$ cat config.mk
export PLATFORM = sky130hd
export DESIGN_NAME = asc_ctrl
export DESIGN_NICKNAME = d
export VERILOG_FILES = /design/src/logic/asc_pkg.sv /design/src/logic/asc_ctrl.sv /design/src/logic/asc_poly.sv
export SDC_FILE = /design/constraint.sdc
export NUM_CORES = 2
export LEC_CHECK = 0
export BUFFER_PORTS_ARGS = -buffer_cell sky130_fd_sc_hd__buf_2
export CAP_MARGIN = 20
export CORE_MARGIN = 2
export CORE_UTILIZATION = 55
export CTS_BUF_LIST = sky130_fd_sc_hd__clkbuf_8
export DETAILED_ROUTE_END_ITERATION = 10
export PLACE_DENSITY = 0.72
export SYNTH_ARGS = -nofsm -noshare
export SYNTH_HDL_FRONTEND = slang
export SYNTH_SLANG_ARGS = --single-unit
export TNS_END_PERCENT = 20
$ cat constraint.sdc
create_clock -name clk_i -period 11.6 [get_ports clk_i]
set_input_delay 2.32 -clock clk_i [delete_from_list [all_inputs] [get_ports clk_i]]
set_output_delay 2.32 -clock clk_i [all_outputs]
set_load 0.02 [all_outputs]
$ cat src/logic/asc_pkg.sv
// Shared constants and types for the converter sequencing block.
// Assumes a 10 MHz system clock and 32-bit classic Wishbone.
package asc_pkg;

  // ********************************************************
  // Timing
  // ********************************************************
  localparam int CLK_NS   = 100;
  localparam int TICK_NS  = 1000;
  localparam int TICK_CYC = TICK_NS / CLK_NS;
  localparam logic [3:0] TICK_LAST = 4'(TICK_CYC - 1);

  // ********************************************************
  // Resolution limits per order
  // ********************************************************
  localparam logic [3:0] RES1_MIN = 4'h9;
  localparam logic [3:0] RES1_MAX = 4'he;
  localparam logic [3:0] RES2_MIN = 4'hb;
  localparam logic [3:0] RES2_MAX = 4'hf;

  // ********************************************************
  // Register map (byte addresses)
  // ********************************************************
  localparam logic [7:0] A_CTRL      = 8'h00;
  localparam logic [7:0] A_CFG       = 8'h04;
  localparam logic [7:0] A_STAT      = 8'h08;
  localparam logic [7:0] A_RES       = 8'h0c;
  localparam logic [7:0] A_CORR      = 8'h10;
  localparam logic [7:0] A_IST       = 8'h14;
  localparam logic [7:0] A_IMSK      = 8'h18;
  localparam logic [7:0] A_SIG       = 8'h1c;
  localparam logic [7:0] A_COEF      = 8'h20;
  localparam logic [7:0] A_COEF_LAST = 8'h38;

  // ********************************************************
  // Reset values and fixed codes
  // ********************************************************
  localparam logic [8:0]  CFG_RST = 9'h018;
  localparam logic [15:0] SIG_RST = 16'h0c00;
  localparam logic [15:0] DIAG    = 16'hffff;
  localparam logic [3:0]  LAST_W  = 4'h7;
  localparam logic [3:0]  LAST_P  = 4'h8;
  localparam int IRQ_CONV = 0;
  localparam int IRQ_CORR = 1;
  localparam int IRQ_ERR  = 2;

  typedef enum logic [4:0] {
    S_INIT = 5'h01,
    S_IDLE = 5'h02,
    S_CONV = 5'h04,
    S_CORR = 5'h08,
    S_ERR  = 5'h10
  } asc_state_t;

  typedef struct packed {
    logic       temp_ch;
    logic       ref_sel;
    logic [1:0] rshift;
    logic [3:0] res;
    logic       order;
  } asc_cfg_t;

  typedef struct packed {
    logic [1:0]       order;
    logic [15:0]      x;
    logic [3:0][15:0] coef;
  } asc_poly_req_t;

  // Resolution clamped into the legal set of the chosen order
  function automatic logic [3:0] eff_res(asc_cfg_t c);
    logic [3:0] lo;
    logic [3:0] hi;
    lo = c.order ? RES2_MIN : RES1_MIN;
    hi = c.order ? RES2_MAX : RES1_MAX;
    if (c.res < lo) return lo;
    if (c.res > hi) return hi;
    return c.res;
  endfunction

  // Window length exponent in microsecond ticks
  function automatic logic [3:0] win_exp(asc_cfg_t c);
    logic [4:0] r;
    r = {1'b0, eff_res(c)};
    if (c.order) return 4'((r + 5'h3) >> 1);
    return r[3:0];
  endfunction

endpackage

$ cat src/logic/asc_ctrl.sv
// Converter sequencing, start-up check and correction control.
// Assumes a modulator bit stream from outside the clock domain.
//
// Functional notes
// First order accepts 9 to 14 bits; cycle about 2^res us.
// Second order stacks two stages; 11 to 15 bits, 2^((res+3)/2) us.
// Count is 2^res times (ratio plus one minus range shift).
// Range shift selects 1/2, 3/4, 7/8 or 15/16 from config.
// Config bit chooses bridge supply or analog supply as reference.
// With analog supply reference, software keeps zero comp on, value 0.
// Sample rate follows from window length per order and resolution.
// Software picks converter resolution one or two bits above output.
// Control starts from reset and sequences from stored configuration.
// Start-up verifies stored configuration against a stored signature.
// Stored registers are parity checked continuously.
// Signature or parity error sets error flag and diagnostic outputs.
// Each result is corrected by a 16-bit polynomial calculation.
// Sensor correction up to third order; temperature up to second.
// Count is unsigned, resolution wide, one per finished conversion.
//
// Decided for this implementation: the register addresses and register access over Wishbone.
`timescale 1ns/10ps
module asc_ctrl (
  // Clock and reset
  input  wire logic        clk_i,
  input  wire logic        rst_i,
  // Wishbone slave
  input  wire logic        wb_cyc_i,
  input  wire logic        wb_stb_i,
  input  wire logic        wb_we_i,
  input  wire logic [7:0]  wb_adr_i,
  input  wire logic [3:0]  wb_sel_i,
  input  wire logic [31:0] wb_dat_i,
  output logic      [31:0] wb_dat_o,
  output logic             wb_ack_o,
  // Converter side
  input  wire logic        mod_bit_i,
  output logic             converter_reference_select_o,
  output logic      [15:0] conv_o,
  // Corrected result and status
  output logic      [15:0] meas_o,
  output logic             meas_vld_o,
  output logic             err_o,
  output logic             irq_o
);

  typedef struct packed {
    asc_pkg::asc_state_t st;
    logic                s0;
    logic                s1;
    logic [3:0]          tk;
    logic                tick;
    logic [15:0]         win;
    logic [16:0]         a1;
    logic [20:0]         a2;
    asc_pkg::asc_cfg_t   cfg;
    logic                run;
    logic [15:0]         sig;
    logic [6:0][15:0]    coef;
    logic [8:0]          par;
    logic [3:0]          idx;
    logic [15:0]         sacc;
    logic [3:0]          scan;
    logic                err;
    logic [2:0]          ist;
    logic [2:0]          imsk;
    logic [15:0]         res;
    logic [15:0]         corr;
    logic                vld;
    logic                ack;
    logic                irq;
    logic                ref_sel;
    logic                pgo;
    logic [31:0]         dat;
  } asc_regs_t;

  asc_regs_t              s;
  asc_regs_t              n;
  asc_pkg::asc_poly_req_t preq;
  logic                   pdone;
  logic [15:0]            py;
  logic                   bus_req;
  logic                   bus_wr;

  // ********************************************************
  // Helpers
  // ********************************************************
  // Word i of the stored set: 0 config, 1..7 coefficients, 8 signature
  function automatic logic [15:0] word_at(asc_regs_t x, logic [3:0] i);
    if (i == 4'h0) return {7'h00, x.cfg};
    if (i == asc_pkg::LAST_P) return x.sig;
    if (i <= asc_pkg::LAST_W) return x.coef[3'(i - 4'h1)];
    return 16'h0000;
  endfunction

  function automatic logic [15:0] merge16(logic [15:0] o,
                                          logic [31:0] d,
                                          logic [3:0]  sel);
    return {sel[1] ? d[15:8] : o[15:8], sel[0] ? d[7:0] : o[7:0]};
  endfunction

  function automatic logic [15:0] rotl(logic [15:0] v);
    return {v[14:0], v[15]};
  endfunction

  assign bus_req = wb_cyc_i & wb_stb_i;
  // Writes land on the edge where the master sees ack
  assign bus_wr  = bus_req & wb_we_i & s.ack;

  // Corrector request: temperature uses three terms, sensor four
  assign preq.order = s.cfg.temp_ch ? 2'h2 : 2'h3;
  assign preq.x     = 16'(s.res << (5'h10 - 5'(asc_pkg::eff_res(s.cfg))));
  assign preq.coef  = s.cfg.temp_ch ? {16'h0000, s.coef[6:4]}
                                    : s.coef[3:0];

  // ********************************************************
  // Next state
  // ********************************************************
  always_comb begin
    logic [3:0]  r;
    logic [3:0]  e;
    logic [3:0]  k;
    logic [4:0]  sh;
    logic [16:0] a1n;
    logic [20:0] a2n;
    logic [22:0] cval;
    logic [22:0] t;
    logic [22:0] zz;
    logic [22:0] full;
    logic [15:0] w;
    logic [2:0]  ev;
    logic [2:0]  ci;
    logic        pmis;
    n = s;
    r = asc_pkg::eff_res(s.cfg);
    e = asc_pkg::win_exp(s.cfg);
    k = 4'h0;
    sh = 5'h00;
    a1n = 17'h00000;
    a2n = 21'h000000;
    cval = 23'h000000;
    t = 23'h000000;
    zz = 23'h000000;
    full = 23'h000001 << r;
    w = 16'h0000;
    ev = 3'h0;
    ci = 3'(( wb_adr_i - asc_pkg::A_COEF) >> 2);
    n.vld = 1'b0;
    n.pgo = 1'b0;

    // Modulator bit crosses in through two flops
    n.s0 = mod_bit_i;
    n.s1 = s.s0;

    // Microsecond tick, only while converting
    n.tick = (s.st == asc_pkg::S_CONV) && (s.tk == asc_pkg::TICK_LAST);
    if (s.st == asc_pkg::S_CONV && s.tk != asc_pkg::TICK_LAST) begin
      n.tk = s.tk + 4'h1;
    end else begin
      n.tk = 4'h0;
    end

    // Parity scan walks one stored word per cycle
    pmis = s.par[s.scan] != ^word_at(s, s.scan);
    n.scan = (s.scan == asc_pkg::LAST_P) ? 4'h0 : s.scan + 4'h1;

    // ******************************************************
    // Sequencer
    // ******************************************************
    unique case (s.st)
      asc_pkg::S_INIT: begin
        // Signature over config and coefficients
        w = rotl(s.sacc) ^ word_at(s, s.idx);
        n.sacc = w;
        n.idx = s.idx + 4'h1;
        if (s.idx == asc_pkg::LAST_W) begin
          n.idx = 4'h0;
          n.sacc = 16'h0000;
          if (w == s.sig) begin
            n.st = asc_pkg::S_IDLE;
          end else begin
            n.st = asc_pkg::S_ERR;
            n.err = 1'b1;
            ev[asc_pkg::IRQ_ERR] = 1'b1;
          end
        end
      end
      asc_pkg::S_IDLE: begin
        if (s.run) begin
          n.st = asc_pkg::S_CONV;
        end
      end
      asc_pkg::S_CONV: begin
        if (!s.run) begin
          n.st = asc_pkg::S_IDLE;
          n.win = 16'h0000;
          n.a1 = 17'h00000;
          n.a2 = 21'h000000;
        end else if (s.tick) begin
          // Each one bit weighs two counts over the window
          a1n = s.a1 + (s.s1 ? 17'h00002 : 17'h00000);
          // Second stage integrates the first
          a2n = s.a2 + 21'(a1n);
          // Window 2^e ticks: first order e = res
          if (s.win >= 16'((17'h00001 << e) - 17'h00001)) begin
            if (s.cfg.order) begin
              sh = 5'({e, 1'b0}) - 5'(r) - 5'h01;
              cval = 23'(a2n >> sh);
            end else begin
              cval = 23'(a1n);
            end
            // Subtract 2^r and add back 2^(r-k) for 1 - 2^-k
            k = {2'b00, s.cfg.rshift} + 4'h1;
            t = cval + (23'h000001 << (r - k));
            if (t < full) begin
              zz = 23'h000000;
            end else begin
              zz = t - full;
            end
            // Result stays an unsigned res-wide word
            if (zz > full - 23'h000001) begin
              zz = full - 23'h000001;
            end
            n.res = 16'(zz);
            n.win = 16'h0000;
            n.a1 = 17'h00000;
            n.a2 = 21'h000000;
            n.st = asc_pkg::S_CORR;
            n.pgo = 1'b1;
            ev[asc_pkg::IRQ_CONV] = 1'b1;
          end else begin
            n.win = s.win + 16'h0001;
            n.a1 = a1n;
            n.a2 = a2n;
          end
        end
      end
      asc_pkg::S_CORR: begin
        if (pdone) begin
          n.corr = py;
          n.vld = 1'b1;
          ev[asc_pkg::IRQ_CORR] = 1'b1;
          n.st = s.run ? asc_pkg::S_CONV : asc_pkg::S_IDLE;
        end
      end
      asc_pkg::S_ERR: begin
        n.st = asc_pkg::S_ERR;
      end
      default: begin
        n.st = asc_pkg::S_INIT;
      end
    endcase

    if (pmis) begin
      n.st = asc_pkg::S_ERR;
      n.err = 1'b1;
      ev[asc_pkg::IRQ_ERR] = 1'b1;
    end

    // ******************************************************
    // Register bus
    // ******************************************************
    n.ack = bus_req & ~s.ack;
    n.dat = 32'h00000000;
    if (bus_req & ~s.ack & ~wb_we_i) begin
      case (wb_adr_i)
        asc_pkg::A_CTRL: n.dat = {31'h00000000, s.run};
        asc_pkg::A_CFG:  n.dat = {23'h000000, s.cfg};
        asc_pkg::A_STAT: n.dat = {25'h0000000, s.run, s.err, s.st};
        asc_pkg::A_RES:  n.dat = {16'h0000, s.res};
        asc_pkg::A_CORR: n.dat = {16'h0000, s.corr};
        asc_pkg::A_IST:  n.dat = {29'h00000000, s.ist};
        asc_pkg::A_IMSK: n.dat = {29'h00000000, s.imsk};
        asc_pkg::A_SIG:  n.dat = {16'h0000, s.sig};
        default: begin
          if (wb_adr_i >= asc_pkg::A_COEF &&
              wb_adr_i <= asc_pkg::A_COEF_LAST &&
              wb_adr_i[1:0] == 2'h0) begin
            n.dat = {16'h0000, s.coef[ci]};
          end
        end
      endcase
    end

    if (bus_wr) begin
      case (wb_adr_i)
        asc_pkg::A_CTRL: begin
          if (wb_sel_i[0]) begin
            n.run = wb_dat_i[0];
            // Restart runs the signature check again
            if (wb_dat_i[1]) begin
              n.st = asc_pkg::S_INIT;
              n.idx = 4'h0;
              n.sacc = 16'h0000;
              n.err = 1'b0;
              n.win = 16'h0000;
              n.a1 = 17'h00000;
              n.a2 = 21'h000000;
            end
          end
        end
        asc_pkg::A_CFG: begin
          // Reference select lives in the stored config
          w = merge16({7'h00, s.cfg}, wb_dat_i, wb_sel_i);
          n.cfg = w[8:0];
          n.par[0] = ^w[8:0];
        end
        asc_pkg::A_IST: begin
          if (wb_sel_i[0]) begin
            n.ist = s.ist & ~wb_dat_i[2:0];
          end
        end
        asc_pkg::A_IMSK: begin
          if (wb_sel_i[0]) begin
            n.imsk = wb_dat_i[2:0];
          end
        end
        asc_pkg::A_SIG: begin
          n.sig = merge16(s.sig, wb_dat_i, wb_sel_i);
          n.par[8] = ^n.sig;
        end
        default: begin
          if (wb_adr_i >= asc_pkg::A_COEF &&
              wb_adr_i <= asc_pkg::A_COEF_LAST &&
              wb_adr_i[1:0] == 2'h0) begin
            n.coef[ci] = merge16(s.coef[ci], wb_dat_i, wb_sel_i);
            n.par[4'(ci) + 4'h1] = ^n.coef[ci];
          end
        end
      endcase
    end

    // Diagnostic value replaces both results while in error
    if (n.st == asc_pkg::S_ERR) begin
      n.corr = asc_pkg::DIAG;
      n.res = asc_pkg::DIAG;
    end

    // A new event wins over a clear in the same cycle
    n.ist = n.ist | ev;
    n.irq = |(n.ist & n.imsk);
    n.ref_sel = n.cfg.ref_sel;
  end

  // ********************************************************
  // State register
  // ********************************************************
  always_ff @(posedge clk_i) begin
    if (rst_i) begin
      s <= '0;
      s.st <= asc_pkg::S_INIT;
      s.cfg <= asc_pkg::CFG_RST;
      s.sig <= asc_pkg::SIG_RST;
    end else begin
      s <= n;
    end
  end

  asc_poly u_poly (
    .clk_i  (clk_i),
    .rst_i  (rst_i),
    .start_i(s.pgo),
    .req_i  (preq),
    .done_o (pdone),
    .y_o    (py)
  );

  assign wb_dat_o                     = s.dat;
  assign wb_ack_o                     = s.ack;
  assign converter_reference_select_o = s.ref_sel;
  assign conv_o                       = s.res;
  assign meas_o                       = s.corr;
  assign meas_vld_o                   = s.vld;
  assign err_o                        = s.err;
  assign irq_o                        = s.irq;

  // Cycles since the last tick, saturating, for the spacing check
  logic [3:0] tick_gap_r;

  always_ff @(posedge clk_i) begin
    if (rst_i || s.tick) begin
      tick_gap_r <= 4'h0;
    end else if (tick_gap_r != 4'hf) begin
      tick_gap_r <= tick_gap_r + 4'h1;
    end
  end
endmodule

$ cat src/logic/asc_poly.sv
// Horner evaluator for the signed 16-bit correction polynomial.
// Assumes start_i is a one-cycle pulse from the sequencer.
`timescale 1ns/10ps
module asc_poly (
  // Clock and reset
  input  wire logic                  clk_i,
  input  wire logic                  rst_i,
  // Request
  input  wire logic                  start_i,
  input  wire asc_pkg::asc_poly_req_t req_i,
  // Answer
  output logic                       done_o,
  output logic [15:0]                y_o
);

  typedef struct packed {
    logic                   busy;
    logic [1:0]             k;
    logic [15:0]            acc;
    logic                   done;
    logic [15:0]            y;
    asc_pkg::asc_poly_req_t rq;
  } asc_poly_st_t;

  asc_poly_st_t s;
  asc_poly_st_t n;

  always_comb begin
    logic signed [32:0] pr;
    logic signed [17:0] sum;
    n = s;
    pr = '0;
    sum = '0;
    n.done = 1'b0;
    if (start_i) begin
      n.rq = req_i;
      n.k = req_i.order;
      n.acc = req_i.coef[req_i.order];
      n.busy = 1'b1;
    end else if (s.busy) begin
      if (s.k == 2'h0) begin
        n.busy = 1'b0;
        n.done = 1'b1;
        n.y = s.acc;
      end else begin
        // Fixed 16-bit fractional step, saturated
        pr = $signed(s.acc) * $signed({1'b0, s.rq.x});
        // Keep the product's sign when widening it for the sum
        sum = 18'($signed(s.rq.coef[s.k - 2'h1])) +
              18'($signed(pr[32:16]));
        if (sum > 18'sh07fff) begin
          n.acc = 16'h7fff;
        end else if (sum < -18'sh08000) begin
          n.acc = 16'h8000;
        end else begin
          n.acc = sum[15:0];
        end
        n.k = s.k - 2'h1;
      end
    end
  end

  always_ff @(posedge clk_i) begin
    if (rst_i) begin
      s <= '0;
    end else begin
      s <= n;
    end
  end

  assign done_o = s.done;
  assign y_o    = s.y;
endmodule

==> impl_metrics.py <==
metrics = {
    "cts": {
        "cts-root-buf": "clkbuf_8",
        "cts_made_buffers": 74,
        "hold_buffers": 0,
        "htreeDepth": 3,
        "cts_buffer_depth": 3,
        "clock_latency_ns": 0.73,
        "clkSinkCount": 412,
        "path_clk_slew_ns": 0.06,
        "cts_tree": "yes",
    },
    "setup_path": {
        "critical_path.slowest_cell": "nor3_1",
        "path_common_cell": "a21oi_1",
        "cp_max_fo": 10,
        "cp-end-kind": "register",
        "reg2reg_slack_ns": 0.86,
        "r2r-end": "conv_o[2]$_SDFFE_PP0P_",
        "crit_type": "register to register",
        "cp.arrival_ns": 11.27,
        "max_stage_delay_ns": 0.42,
        "worstSetupStartpointType": "register",
        "required_ns": 12.13,
        "r2r-start": "s[269]$_SDFF_PP0_",
        "rr_worst_depth": 54,
    },
    "power_and_ir_drop": {
        "p_leak_uw": 0.0167,
        "vdd_drop_max_v": 0.000129,
        "p_per_area_mw_per_mm2": 104,
    },
    "cells_and_area": {
        "layout_common_cells": "nand2_1, dfxtp_1, nor2_1",
        "layout_commonest_cell": "nand2_1",
        "fillers": 6135,
        "fin_nets": 5072,
        "area_growth_pct": 6.20,
        "drive_gt1_share_pct": 9.57,
    },
    "route": {
        "viasPerCell": 6.14,
        "routedWlPerCell_um": 21.7,
        "first_pass_iters": 9,
        "drt_iter0_markers": 3749,
        "vias": 33800,
        "drc": 0,
        "drt_wl_total_um": 119000,
        "antenna_left": 0,
    },
    "die": {
        "die_h_um": 266,
        "fp.dieArea_sq_mm": 0.0709,
        "initial_utilization_pct": 55.3,
        "design.core.area_sq_mm": 0.0683,
        "rows": 96,
        "fp.dieW_um": 266,
        "io_pins": 119,
    },
    "job": {
        "maxCapViolations": 0,
    },
    "synth": {
        "synth_flop_cell": "dfxtp_1",
        "async_flop_share_pct": 0,
        "netlist_instances": 4652,
        "yosysWarnings": 0,
        "syn-cell-area_sq_mm": 0.0378,
        "seq_area_frac_synth_pct": 21.8,
        "avgSynthCellArea_sq_um": 8.13,
        "synth_edf_count": 0,
        "ys_types": 110,
        "ys_ff_latch": 412,
    },
    "timing": {
        "fin_skew_ns": 0.0722,
        "hold_viol": 0,
        "slew_headroom_pct": 20.4,
        "timing.final.ws_setup_ns": 0.864,
        "period_share_pct": 92.6,
        "setup_viol": 0,
        "holdWs_ns": 0.458,
        "period_needed_ns": 10.74,
        "fmax_mhz": 93.1,
        "worst_pin_slew_ns": 1.19,
        "slew_viol_final": 0,
    },
    "placement": {
        "portBuffers": 84,
        "dp_hpwl_um": 86700,
        "dpl_worst_slack_ns": 0.526,
        "gp_congestion": 0.996,
    },
    "hold_path": {
        "min_path_type": "register to register",
        "whs_path_depth": 2,
    },
    "grt": {
        "grt_pass1_wl_um": 184000,
        "grt_overflow": 0,
        "antenna_found_initial": 5,
        "grt_use_total_pct": 33.3,
        "grt_pass1_vias": 31900,
        "grt_max_degree": 189,
    },
    "status": {
        "status": "complete, no violations",
    },
}
-- Yosys cell counts (31+ instances only) --
cell type / count / share of area, %
a21oi_1: 353 / 4.7
mux4_2: 65 / 3.9
a31oi_1: 31 / 0.51
clkbuf_1: 238 / 2.4
a211oi_1: 96 / 1.9
nand2_1: 705 / 7.0
nand2b_1: 65 / 1.1
nor3_1: 51 / 0.67
ha_1: 254 / 8.4
xnor2_1: 161 / 3.7
o21ai_0: 124 / 1.6
a22oi_1: 76 / 1.5
mux2i_1: 217 / 5.7
nand3_1: 67 / 0.89
nor2_1: 405 / 4.0
nor2b_1: 59 / 0.98
buf_4: 70 / 1.4
xor2_1: 71 / 1.6
fa_1: 199 / 11
inv_1: 337 / 3.3
dfxtp_1: 412 / 22
and2_1: 94 / 1.6
a21o_1: 57 / 1.1
-- per-layer routing --
metal	GRT usage [%]	part of all wire [%]
met4	14.9	4.7
met5	1.04	0.098
met2	49.8	43
met1	46.5	42
met3	6.49	10
-- how the worst max path moves through the flow --
stage	from	endpoint	slack, ns	cells after the start
final	s[269]$_SDFF_PP0_	conv_o[2]$_SDFFE_PP0P_	0.86	54
after global routing	s[269]$_SDFF_PP0_	conv_o[10]$_SDFFE_PP0P_	-0.02	57
after CTS	s[269]$_SDFF_PP0_	conv_o[2]$_SDFFE_PP0P_	0.43	57
after detailed placement	s[269]$_SDFF_PP0_	conv_o[2]$_SDFFE_PP0P_	0.53	57
after global placement	s[269]$_SDFF_PP0_	conv_o[2]$_SDFFE_PP0P_	0.54	57
after floorplan	s[238]$_SDFFE_PP0P_	conv_o[11]$_SDFFE_PP0P_	1.26	56
-- power breakdown --
part	switching [uW]	internal (uW)	leakage [uW]
Combinational	714	356	0.0125
Clock	675	747	0.000866
Sequential	188	1490	0.00333
Total	1580	2600	0.0167
-- stage by stage --
stage               instance area [sq um]  instances  setup TNS [ns]  util, %  total power (uW)
floorplan                           37900       4685               0        -              2410
detailed placement                  38500       5371               0     56.3              2730
global route                        40200       5503         -0.0803     58.8              4310
finish                              40200       5504               0     58.8              4170
global placement                    38500       5371               0     56.3              2720
CTS                                 40000       5498               0     58.5              4130
-- cells by family after synthesis --
| kind of cell | after synthesis | synth area share (%) |
|---|---|---|
| mux | 314 | 10.6 |
| buf+inv | 697 | 7.67 |
| compound gates | 956 | 16.6 |
| other cells | 2 | 0.0199 |
| flops | 412 | 21.8 |
| simple gates | 1585 | 19.0 |
| xor+xnor | 232 | 5.37 |
| fa+ha+maj | 454 | 19.0 |
-- state kept, by name, summed over array words and instances, names as in the netlist, 16 cells and up, named ones only --
| signal | cells |
|---|---|
| s | 235 |
| meas_o | 16 |
| wb_dat_o | 16 |
| u_poly.s | 99 |
| conv_o | 16 |
| u_poly.y_o | 16 |
-- final cells by class --
type	count	area (sq um)	area share (%)
antenna	2	5.00	0.0125
clock buffer	85	1170	2.91
clock inverter	42	325	0.810
inverter	346	1300	3.23
multi-input combinational	3576	27000	67.2
sequential	412	8260	20.6
tap	882	1100	2.75
timing repair buffer	159	1030	2.55
-- critical path: cells and delay by family, from the launching register on --
kind / cells / cell delay, ns
XOR/XNOR: 3 / 0.70
buffers and inverters: 3 / 0.52
adder cells (fa/ha/maj): 5 / 1.35
AND/OR/NAND/NOR: 18 / 3.39
flip-flops: 1 / 0.38
multiplexers: 1 / 0.13
AO/OA/AOI/OAI: 24 / 4.10
-- timing repair --
item	in CTS	in global routing
buffers inserted	0	3
setup endpoints to repair	0	16
hold endpoints to repair	0	0
resized for setup	0	24
No activity file was read; power rests on OpenSTA's default activity.
